--- config.mk ---
export PLATFORM = sky130hd
export DESIGN_NAME = ckl_ctrl
export DESIGN_NICKNAME = d
export VERILOG_FILES = /design/src/ckl_pkg.sv /design/src/ckl_key_mux.sv /design/src/ckl_ctrl.sv
export SDC_FILE = /design/constraint.sdc
export NUM_CORES = 1
export LEC_CHECK = 0
export BUFFER_PORTS_ARGS = -buffer_cell sky130_fd_sc_hd__clkbuf_2
export CELL_PAD_IN_SITES_DETAIL_PLACEMENT = 1
export CELL_PAD_IN_SITES_GLOBAL_PLACEMENT = 1
export CORE_UTILIZATION = 30
export CTS_CLUSTER_DIAMETER = 150
export CTS_CLUSTER_SIZE = 25
export DETAILED_ROUTE_END_ITERATION = 10
export MAX_ROUTING_LAYER = met4
export PLACE_DENSITY = 0.72
export SLEW_MARGIN = 5
export SYNTH_ARGS = -nofsm -noshare
export SYNTH_HDL_FRONTEND = slang
export SYNTH_HIERARCHICAL = 1
export SYNTH_SLANG_ARGS = --single-unit
--- constraint.sdc ---
create_clock -name hclk -period 4.2 [get_ports hclk]
set_clock_uncertainty 0.15 [all_clocks]
set_input_delay 0.84 -clock hclk [delete_from_list [all_inputs] [get_ports hclk]]
set_output_delay 0.84 -clock hclk [all_outputs]
set_load 0.02 [all_outputs]
--- src/ckl_pkg.sv ---
// Package of constants and types for the key lifecycle controller
package ckl_pkg;

	// ----------------------------------------
	// Register offsets
	// ----------------------------------------
	localparam logic [11:0] OFF_ENABLE = 12'h500;
	localparam logic [11:0] OFF_LIFECYCLE = 12'h400;
	localparam logic [11:0] OFF_KEY_SELECT = 12'h404;
	localparam logic [11:0] OFF_FIXED_LOCK = 12'h408;
	localparam logic [11:0] OFF_ROOT_KEY0 = 12'h40c;
	localparam logic [11:0] OFF_ROOT_KEY3 = 12'h418;
	localparam logic [11:0] OFF_OP_STATUS = 12'h41c;
	localparam logic [11:0] OFF_IDLE_STATUS = 12'h420;

	// ----------------------------------------
	// Field positions and encodings
	// ----------------------------------------
	localparam int LC_FIELD_LSB = 0;
	localparam int LC_VALID_BIT = 8;
	localparam int KEY_BITS = 128;
	localparam logic [3:0] LC_DEBUG = 4'h0;
	localparam logic [3:0] LC_SECURE = 4'h2;
	localparam logic [1:0] KSEL_FIXED = 2'h0;
	localparam logic [1:0] KSEL_ROOT = 2'h1;
	localparam logic [1:0] KSEL_SESSION = 2'h2;

	// ----------------------------------------
	// Reset values
	// ----------------------------------------
	localparam logic [3:0] RST_LIFECYCLE = LC_SECURE;
	localparam logic [1:0] RST_KEY_SELECT = KSEL_FIXED;

	// Hard-wired fixed design key, arbitrary value
	localparam logic [127:0] FIXED_DESIGN_KEY =
		128'h0123_4567_89ab_cdef_fedc_ba98_7654_3210;

	typedef enum logic [1:0] {
		CKL_IDLE = 2'b00,
		CKL_BUSY = 2'b01
	} ckl_op_state_t;

	// Always-on retained state
	typedef struct packed {
		logic [3:0] lifecycle_state;
		logic lifecycle_valid_flag;
		logic fixed_key_avail;
		logic root_key_written;
		logic [127:0] device_root_key;
	} ckl_retained_t;

endpackage

--- src/ckl_key_mux.sv ---
// Key multiplexer holding the selected key over each operation
`timescale 1ns/1ps
module ckl_key_mux (
	input wire logic hclk,
	input wire logic hresetn,
	input wire logic [1:0] key_sel,
	input wire logic fixed_avail,
	input wire logic [127:0] root_key,
	input wire logic [127:0] session_key,
	input wire logic op_start,
	input wire logic op_done,
	output logic [127:0] engine_key,
	output logic op_busy
);

	ckl_pkg::ckl_op_state_t state_q, state_d;
	logic [127:0] key_q, key_d;

	// ----------------------------------------
	// Selection
	// ----------------------------------------
	function automatic logic [127:0] pick(input logic [1:0] s,
		input logic avail, input logic [127:0] rk,
		input logic [127:0] sk);
		case (s)
			ckl_pkg::KSEL_FIXED: pick = avail ?
				ckl_pkg::FIXED_DESIGN_KEY : '0;
			ckl_pkg::KSEL_ROOT: pick = rk;
			ckl_pkg::KSEL_SESSION: pick = sk;
			default: pick = '0;
		endcase
	endfunction

	always_comb begin
		state_d = state_q;
		key_d = key_q;
		case (state_q)
			ckl_pkg::CKL_IDLE: begin
				if (op_start) begin
					key_d = pick(key_sel, fixed_avail, root_key,
						session_key);
					state_d = ckl_pkg::CKL_BUSY;
				end
			end
			ckl_pkg::CKL_BUSY: begin
				if (op_done) begin
					state_d = ckl_pkg::CKL_IDLE;
				end
			end
			default: state_d = ckl_pkg::CKL_IDLE;
		endcase
	end

	always_ff @(posedge hclk or negedge hresetn) begin
		if (!hresetn) begin
			state_q <= ckl_pkg::CKL_IDLE;
			key_q <= '0;
		end else begin
			state_q <= state_d;
			key_q <= key_d;
		end
	end

	assign engine_key = key_q;
	assign op_busy = (state_q == ckl_pkg::CKL_BUSY);

endmodule

--- src/ckl_ctrl.sv ---
// AHB-Lite controlled key lifecycle controller
// Behaviour
// - Enabled subsystem blocks the all-idle state; disabling permits it.
// - Always-on domain keeps lifecycle, fixed-key flag and root key.
// - Any reset clears all retained state.
// - Validity flag goes valid once a valid encoding is written.
// - After reset lifecycle reads secure and validity invalid.
// - Valid secure state accepts one root key write per reset.
// - Valid debug state accepts repeated root key writes.
// - Key-select chooses fixed, root or session key.
// - Fixed key is hard-wired and never readable by software.
// - Writing the lock register blocks fixed key until reset.
// - Locked fixed key selected routes all-zero key to engine.
// - Root key words are write-only; reads never return key.
// - First root key word reads 1 once key is retained.
// - Selected root key is used internally, never exposed.
//
// Decided for this implementation: the register addresses and the AHB-Lite interface to the registers.
`timescale 1ns/1ps
module ckl_ctrl (
	input wire logic hclk,
	input wire logic hresetn,
	input wire logic hsel,
	input wire logic [31:0] haddr,
	input wire logic [1:0] htrans,
	input wire logic hwrite,
	input wire logic [2:0] hsize,
	input wire logic [31:0] hwdata,
	input wire logic hready,
	output logic [31:0] hrdata,
	output logic hreadyout,
	output logic hresp,
	input wire logic [127:0] session_key,
	input wire logic op_start,
	input wire logic op_done,
	output logic [127:0] engine_key,
	output logic op_busy,
	output logic subsys_enabled,
	output logic all_idle_allowed
);

	// ----------------------------------------
	// Bus address phase capture
	// ----------------------------------------
	logic wr_pend_q, wr_pend_d;
	logic [11:0] addr_q, addr_d;
	logic [31:0] rdata_q, rdata_d;
	logic addr_valid;

	assign addr_valid = hsel && hready && htrans[1];

	always_comb begin
		wr_pend_d = addr_valid && hwrite;
		addr_d = addr_valid ? haddr[11:0] : addr_q;
	end

	always_ff @(posedge hclk or negedge hresetn) begin
		if (!hresetn) begin
			wr_pend_q <= 1'b0;
			addr_q <= '0;
		end else begin
			wr_pend_q <= wr_pend_d;
			addr_q <= addr_d;
		end
	end

	// ----------------------------------------
	// Retained and control state
	// ----------------------------------------
	ckl_pkg::ckl_retained_t ret_q, ret_d;
	logic enable_q, enable_d;
	logic [1:0] ksel_q, ksel_d;
	logic [1:0] widx;
	logic key_wr_ok;

	function automatic logic lc_is_valid_code(input logic [3:0] v);
		lc_is_valid_code = (v == ckl_pkg::LC_DEBUG) ||
			(v == ckl_pkg::LC_SECURE);
	endfunction

	assign widx = addr_q[3:2] - 2'(ckl_pkg::OFF_ROOT_KEY0 >> 2);

	// Debug: repeated writes; secure: once per reset
	always_comb begin
		key_wr_ok = 1'b0;
		if (ret_q.lifecycle_valid_flag) begin
			if (ret_q.lifecycle_state == ckl_pkg::LC_DEBUG) begin
				key_wr_ok = 1'b1;
			end else begin
				key_wr_ok = !ret_q.root_key_written;
			end
		end
	end

	always_comb begin
		ret_d = ret_q;
		enable_d = enable_q;
		ksel_d = ksel_q;
		if (wr_pend_q) begin
			case (addr_q)
				ckl_pkg::OFF_ENABLE: enable_d = hwdata[0];
				ckl_pkg::OFF_LIFECYCLE: begin
					if (lc_is_valid_code(hwdata[3:0])) begin
						ret_d.lifecycle_state = hwdata[3:0];
						ret_d.lifecycle_valid_flag = 1'b1;
					end
				end
				ckl_pkg::OFF_KEY_SELECT: ksel_d = hwdata[1:0];
				ckl_pkg::OFF_FIXED_LOCK: ret_d.fixed_key_avail = 1'b0;
				default: begin
					if (addr_q >= ckl_pkg::OFF_ROOT_KEY0 &&
						addr_q <= ckl_pkg::OFF_ROOT_KEY3 &&
						key_wr_ok) begin
						ret_d.device_root_key[32*widx +: 32] = hwdata;
						if (widx == 2'd3) begin
							ret_d.root_key_written = 1'b1;
						end
					end
				end
			endcase
		end
	end

	// Retention domain cleared by any reset
	always_ff @(posedge hclk or negedge hresetn) begin
		if (!hresetn) begin
			ret_q.lifecycle_state <= ckl_pkg::RST_LIFECYCLE;
			ret_q.lifecycle_valid_flag <= 1'b0;
			ret_q.fixed_key_avail <= 1'b1;
			ret_q.root_key_written <= 1'b0;
			ret_q.device_root_key <= '0;
			enable_q <= 1'b0;
			ksel_q <= ckl_pkg::RST_KEY_SELECT;
		end else begin
			ret_q <= ret_d;
			enable_q <= enable_d;
			ksel_q <= ksel_d;
		end
	end

	// ----------------------------------------
	// Read data
	// ----------------------------------------
	always_comb begin
		rdata_d = '0;
		if (addr_valid && !hwrite) begin
			case (haddr[11:0])
				ckl_pkg::OFF_ENABLE: rdata_d = {31'h0, enable_q};
				ckl_pkg::OFF_LIFECYCLE: begin
					rdata_d[ckl_pkg::LC_FIELD_LSB +: 4] = ret_q.lifecycle_state;
					rdata_d[ckl_pkg::LC_VALID_BIT] = ret_q.lifecycle_valid_flag;
				end
				ckl_pkg::OFF_KEY_SELECT: rdata_d = {30'h0, ksel_q};
				ckl_pkg::OFF_FIXED_LOCK:
					rdata_d = {31'h0, !ret_q.fixed_key_avail};
				ckl_pkg::OFF_ROOT_KEY0:
					rdata_d = {31'h0, ret_q.root_key_written};
				ckl_pkg::OFF_OP_STATUS: rdata_d = {31'h0, op_busy};
				ckl_pkg::OFF_IDLE_STATUS: rdata_d = {31'h0, all_idle_allowed};
				default: rdata_d = '0;
			endcase
		end
	end

	always_ff @(posedge hclk or negedge hresetn) begin
		if (!hresetn) begin
			rdata_q <= '0;
		end else begin
			rdata_q <= rdata_d;
		end
	end

	assign hrdata = rdata_q;
	assign hreadyout = 1'b1;
	assign hresp = 1'b0;

	// ----------------------------------------
	// Power and key path
	// ----------------------------------------
	assign subsys_enabled = enable_q;
	assign all_idle_allowed = !enable_q;

	ckl_key_mux u_mux (
		.hclk(hclk),
		.hresetn(hresetn),
		.key_sel(ksel_q),
		.fixed_avail(ret_q.fixed_key_avail),
		.root_key(ret_q.device_root_key),
		.session_key(session_key),
		.op_start(op_start && enable_q),
		.op_done(op_done),
		.engine_key(engine_key),
		.op_busy(op_busy)
	);

endmodule

### Word level (Yosys, flattened, before mapping)

Cells that the tools add are included.

| operators by class | value |
|---|---|
| $add $sub $neg | 2 |
| $lt $le $gt $ge | 2 |
| equal/unequal tests | 18 |
| shifts and indexed selects | 2 |
| multiplexer cells | 11 |
| bitwise gates (word level) | 1 |
| reduce and logical (&&, ||, !) cells | 25 |

Operators by type and width:

| kind | number |
|---|---|
| 128-bit case mux with 3 select lines | 1 |
| 12-bit by 11-bit equality test with 1-bit output (second input constant) | 11 |
| 128-bit bitwise mux | 1 |
| 32-bit by 34-bit variable shift with 128-bit output (first input constant) | 1 |
| 32-bit by 34-bit variable part select with 128-bit output | 1 |
| 121-bit 2-to-1 mux | 1 |
| 7-bit negation with 34-bit output | 1 |
| 4-bit case mux with 7 select lines | 1 |
| 12-bit by 11-bit >= comparator with 1-bit output (second input constant) | 1 |
| 12-bit by 11-bit less-or-equal comparator with 1-bit output (second input constant) | 1 |
| 2-bit AND reduction | 5 |
| 9-bit 2-to-1 mux | 1 |
| 4-bit logical NOT | 2 |
| 1-bit logical AND | 7 |
| 3-bit AND reduction | 2 |
| 2-bit by 1-bit equality test with 1-bit output (second input constant) | 2 |
| 2-bit equality test (second input constant) | 2 |
| 4-bit by 2-bit equality test with 1-bit output (second input constant) | 1 |
| 1-bit logical NOT | 4 |
| 2-bit logical NOT | 2 |
| 2-bit 2-to-1 mux | 2 |
| 2-bit case mux with 2 select lines | 1 |
| 4-bit AND reduction | 1 |
| 4-bit OR reduction | 1 |
| 6 further kinds | 8 |

| word-level totals | value |
|---|---|
| register bits after elaboration | 313 |
| input bits | 204 |
| output and inout port bits | 165 |
| logic and storage cells | 73 |

### Longest topological paths before layout

| depth | value |
|---|---|
| depth after elaboration | 5 |
| mapped depth | 7 |
| depth with buffers taken out | 6 |

### Cells and area by module

The synthesis kept the hierarchy.

Modules (own cells, without submodules):

| module | times used | cells each | area each (um2) | sequential area each (um2) |
|---|---|---|---|---|
| ckl_ctrl | 1 | 641 | 7360.8 | 3906.2 |
| ckl_key_mux | 1 | 718 | 6606.3 | 3228.1 |

### Least setup slack after synthesis

Ideal clock, no wire load.

| timing | value |
|---|---|
| path kind | register -> register |
| from | reg addr_q[2] |
| to | reg ret_q[100] in the netlist's numbering |
| setup time | 0.125 ns |
| arrival time | 2.481 ns |
| required time | 3.925 ns |
| slack | 1.444 ns |
| cell stages (with the launch flop) | 8 |
| path buffers | 1 |
| period minus slack after synthesis | 2.756 ns |
| path through | dfrtp_1 > inv_1 > ha_1 > or3b_1 > a311o_1 > a2111oi_4 > buf_6 > mux2_4 |

| between the ends | value |
|---|---|
| cells in the longest elaborated chain, start to end | 4 |
| elaborated cells between the ends (all ways) | 16 |
| those cells by class | add/sub (2); order compare (2); eq/ne (4); shift (2); mux (1); bitwise (1); reduce/logical (4) |

RTL lines:

| item | line | source |
|---|---|---|
| start, declared | ckl_ctrl.sv:46 | `logic [11:0] addr_q, addr_d;` |
| start signal, assigned | ckl_ctrl.sv:63 | `addr_q <= addr_d;` |
| 2-bit subtractor, or another cell as far along | ckl_ctrl.sv:81 | `assign widx = addr_q[3:2] - 2'(ckl_pkg::OFF_ROOT_KEY0 >> 2);` |
| 7-bit negation with 34-bit output, or another cell as far along | ckl_ctrl.sv:114 | `ret_d.device_root_key[32*widx +: 32] = hwdata;` |
| 32-bit by 34-bit variable part select with 128-bit output, or another cell as far along | ckl_ctrl.sv:114 |  |
| 128-bit bitwise mux or 3-bit AND reduction (tied branches) | - |  |
| end signal, assigned | ckl_ctrl.sv:135 | `ret_q <= ret_d;` |
| end, declared | ckl_ctrl.sv:70 | `ckl_pkg::ckl_retained_t ret_q, ret_d;` |

Several ways; a longest one is shown, not always the timed one.
A chain may end at the register's enable or synchronous reset.

### Worst setup path in the final report

| timing | value |
|---|---|
| from | reg addr_q[2] |
| to | reg ret_q[96] in the netlist's numbering |

Same word-level chain as after synthesis.

==> key figures <==
STA
  – Slew Limit Headroom: 0.333
  – Setup violations, final: 0
  – Post-Route Setup TNS: 0 ns
  – Unrepaired setup endpoints after global routing: false
  – Final Hold Fails: 0
  – Crit path time final: ~3.3 ns
  – Max-slew violations: 0
  – Max Fclk: around 0.31 GHz
  – Final period utilization: 0.778
  – Worst Max-Slew Pin Slew: between 1 and 1.5 ns

Global route
  – Overflow after GRT: 0
  – Initial antenna violation count: 3
  – All-layer global routing usage: 0.212
  – Global-route wire length before repair: roughly 74000 um
  – Largest net degree at the start of global routing: slightly above 100
  – Vias in the first global route: 11600

Drt
  – Metal2 WL: roughly 24000 um
  – Highest metal used: met4
  – Met3 Wirelength: about 1600 um
  – First drt pass iteration count: 4
  – Drt total wl: around 49000 um
  – WL/cell: 22.3 um
  – Via Count: roughly 11000
  – Via-per-instance ratio: ~5.0
  – DRC: 0
  – Final ANT Viol Nets: 0
  – Drt initial violations: 638
  – Wl on met1: roughly 22000 um

Critical path
  – CP bufs+invs: 2
  – Worst EP required: around 4.5 ns
  – CP max stage cell: buf_4
  – Slowest cell delay on critical path: around 0.57 ns
  – Delay-heaviest family, CP: compound AO/OA/AOI/OAI gates
  – Reg2Reg Launch Point: addr_q[2]
  – Worst reg-to-reg path cell count: 7
  – R2r setup slk: around 0.93 ns
  – Reg-to-reg endpoint: ret_q[96]
  – CP Capture Type: flop
  – Setup crit start kind: flop
  – Crit-path cells: inv_1 > ha_1 > or3b_1 > a311o_1 > a2111oi_4 > buf_4 > mux2_2
  – WS Path Type: flop to flop
  – Critical Path Source: addr_q[2]
  – Worst Path Max Fanout: 33
  – Worst EP arrival: around 3.5 ns

Final layout
  – Nets: 1816
  – Layout cells sized above 1: 0.296
  – P&R area growth vs syn: 16.6%
  – Footprint of the multi-input gates: roughly 6000 um^2
  – Register area: a little over 7000 um^2
  – Filler instances: roughly 5300
  – Fin cells: roughly 2200

Place
  – PortBufs: roughly 320
  – Final Wtd Congestion: 0.807
  – Post-detail-place hpwl: 34700 um
  – Post-placement cell count: about 2200

Power and ir drop
  – Leakage: between 0.008 and 0.009 uW
  – Pwr Density: ~400 nW/um^2
  – Worst VDD drop: between 0.0002 and 0.00025 V

CTS
  – CTS tree: yes
  – CTS Sinks: ~290
  – Clk_lat worst skew: just over 0.5 ns
  – Clock Tree Root: clkbuf_16
  – Post_cts resized: 0
  – Setup Fix Bufs, Post-CTS: 0
  – Num CTS Buffers: 15
  – H-tree Lvls: 1
  – Clk pin slew, worst setup/hold paths: about 0.11 ns
  – Cts hold-fix bufs: 0
  – Clock Tree Buf Depth: 3

Die
  – Die area: about 47000 um^2
  – Die X: around 220 um
  – Site Rows: just under 80
  – Core footprint: 45700 um^2
  – Die Span Y: about 220 um
  – IO Pins: about 370
  – Starting Density: 0.306

Yosys
  – Syn Area/Cell: 10.3 um^2
  – Yosys cell types: 50
  – Synth Instances: 1359
  – Seq/Total Area, Yosys: 0.511
  – Number of enable flip-flop cells after synthesis: 0
  – Ys Warns: 6
  – Top_reg_cell synth: dfrtp_1
  – Mapped Area: roughly 14000 um^2
  – Ys async rst share: 1.00
  – FF+latch count, synth: between 200 and 300

Run
  – Max-cap viol count: 0

Run status
  – Outcome: completed

Min path
  – Worst min-delay path class: primary input to asynchronous set/reset pin
registers in the layout (all words and copies together), names as in the netlist:
signal / count
ksel_q: 2
u_mux/engine_key: 128
hrdata: 5
addr_q: 12
u_mux/state_q: 1
wr_pend_q: 1
ret_q: 135
subsys_enabled: 1
report_power, final:
part	switching (uW)	internal (uW)
Sequential	184	3020
Combinational	1220	538
Clock	956	674
how the worst max path moves through the flow:
stage | endpoint | slack, ns | cells past startpoint
2_1_floorplan | ret_q[100] | 1.44 | 7
3_3_place_gp | ret_q[96] | 1.04 | 7
3_5_place_dp | ret_q[127] | 0.96 | 7
4_1_cts | ret_q[127] | 0.95 | 7
5_1_grt | ret_q[96] | 0.82 | 7
6_report | ret_q[96] | 0.93 | 7
Yosys cell counts, types with 8 or more instances:
cell type  instances  area share
buf_4             40       0.021
clkbuf_1          28      0.0075
dfrtp_1          283        0.51
and2_1             8      0.0036
inv_1             41       0.011
buf_6             11      0.0089
a221oi_2          50       0.054
nand2_1           72       0.019
mux2_4            29       0.031
o22ai_1           32       0.014
mux2_2            23       0.019
a21o_1            64       0.034
a21oi_1          130       0.047
nand2b_1          38       0.017
buf_2             55       0.020
nand3_1           35       0.013
a221oi_1          14      0.0088
mux2_1            60       0.048
nor2_1           295       0.079
cell families (layout without fill, tap and decap cells):
logic type / Yosys count / in the layout / share of synthesized area
mux: 114 / 114 / 0.0995
flops: 285 / 285 / 0.511
simple gates: 470 / 470 / 0.143
other cells: 2 / 33 / 0.000538
fa+ha+maj: 6 / 6 / 0.00537
buf+inv: 178 / 401 / 0.0694
compound gates: 304 / 304 / 0.171
layout by cell type (no fill, tap or decap), types with 3 or more instances in the layout:
cell and instances:
clkbuf_2 314, nor2_1 294, dfrtp_1 281, a21oi_1 130, nand2_1 72, a21o_1 64
mux2_1 60, a221oi_2 50, inv_1 41, nand2b_1 36, nand3_1 35, o22ai_1 32
mux2_4 29, conb_1 29, mux2_2 23, buf_4 21, clkbuf_16 15, a221oi_1 14
and2_1 8, ha_1 6, diode_2 4, a2111oi_4 4, clkbuf_1 4, buf_12 4
nor4_1 3, nor2b_4 3
metal layers:
| metal | GRT usage | up-vias |
|---|---|---|
| li1 | - | 5058 |
| met5 | - | - |
| met2 | 0.345 | 257 |
| met4 | 0.0545 | 0 |
| met3 | 0.0234 | 62 |
| met1 | 0.280 | 5642 |
metrics by stage:
stage	hold WS, ns	util	power (uW)	worst slack (ns)	area, um^2
finish	0.169	0.357	6590	0.932	16300
global route	0.204	0.357	6940	0.818	16300
CTS	0.193	0.356	6710	0.953	16300
detailed placement	0.330	0.348	5050	0.964	15900
global placement	0.323	0.348	4990	1.04	15900
floorplan	0.292	-	4260	1.44	14100
cell type report:
cell class | instances | share of cell area
clock buffer | 19 | 0.0240
timing repair buffer | 340 | 0.112
multi-input combinational | 923 | 0.369
inverter | 41 | 0.00945
sequential | 285 | 0.438
tap | 600 | 0.0461
antenna | 4 | 0.000614
clock inverter | 1 | 0.000998
No activity file was read; power rests on OpenSTA's default activity.
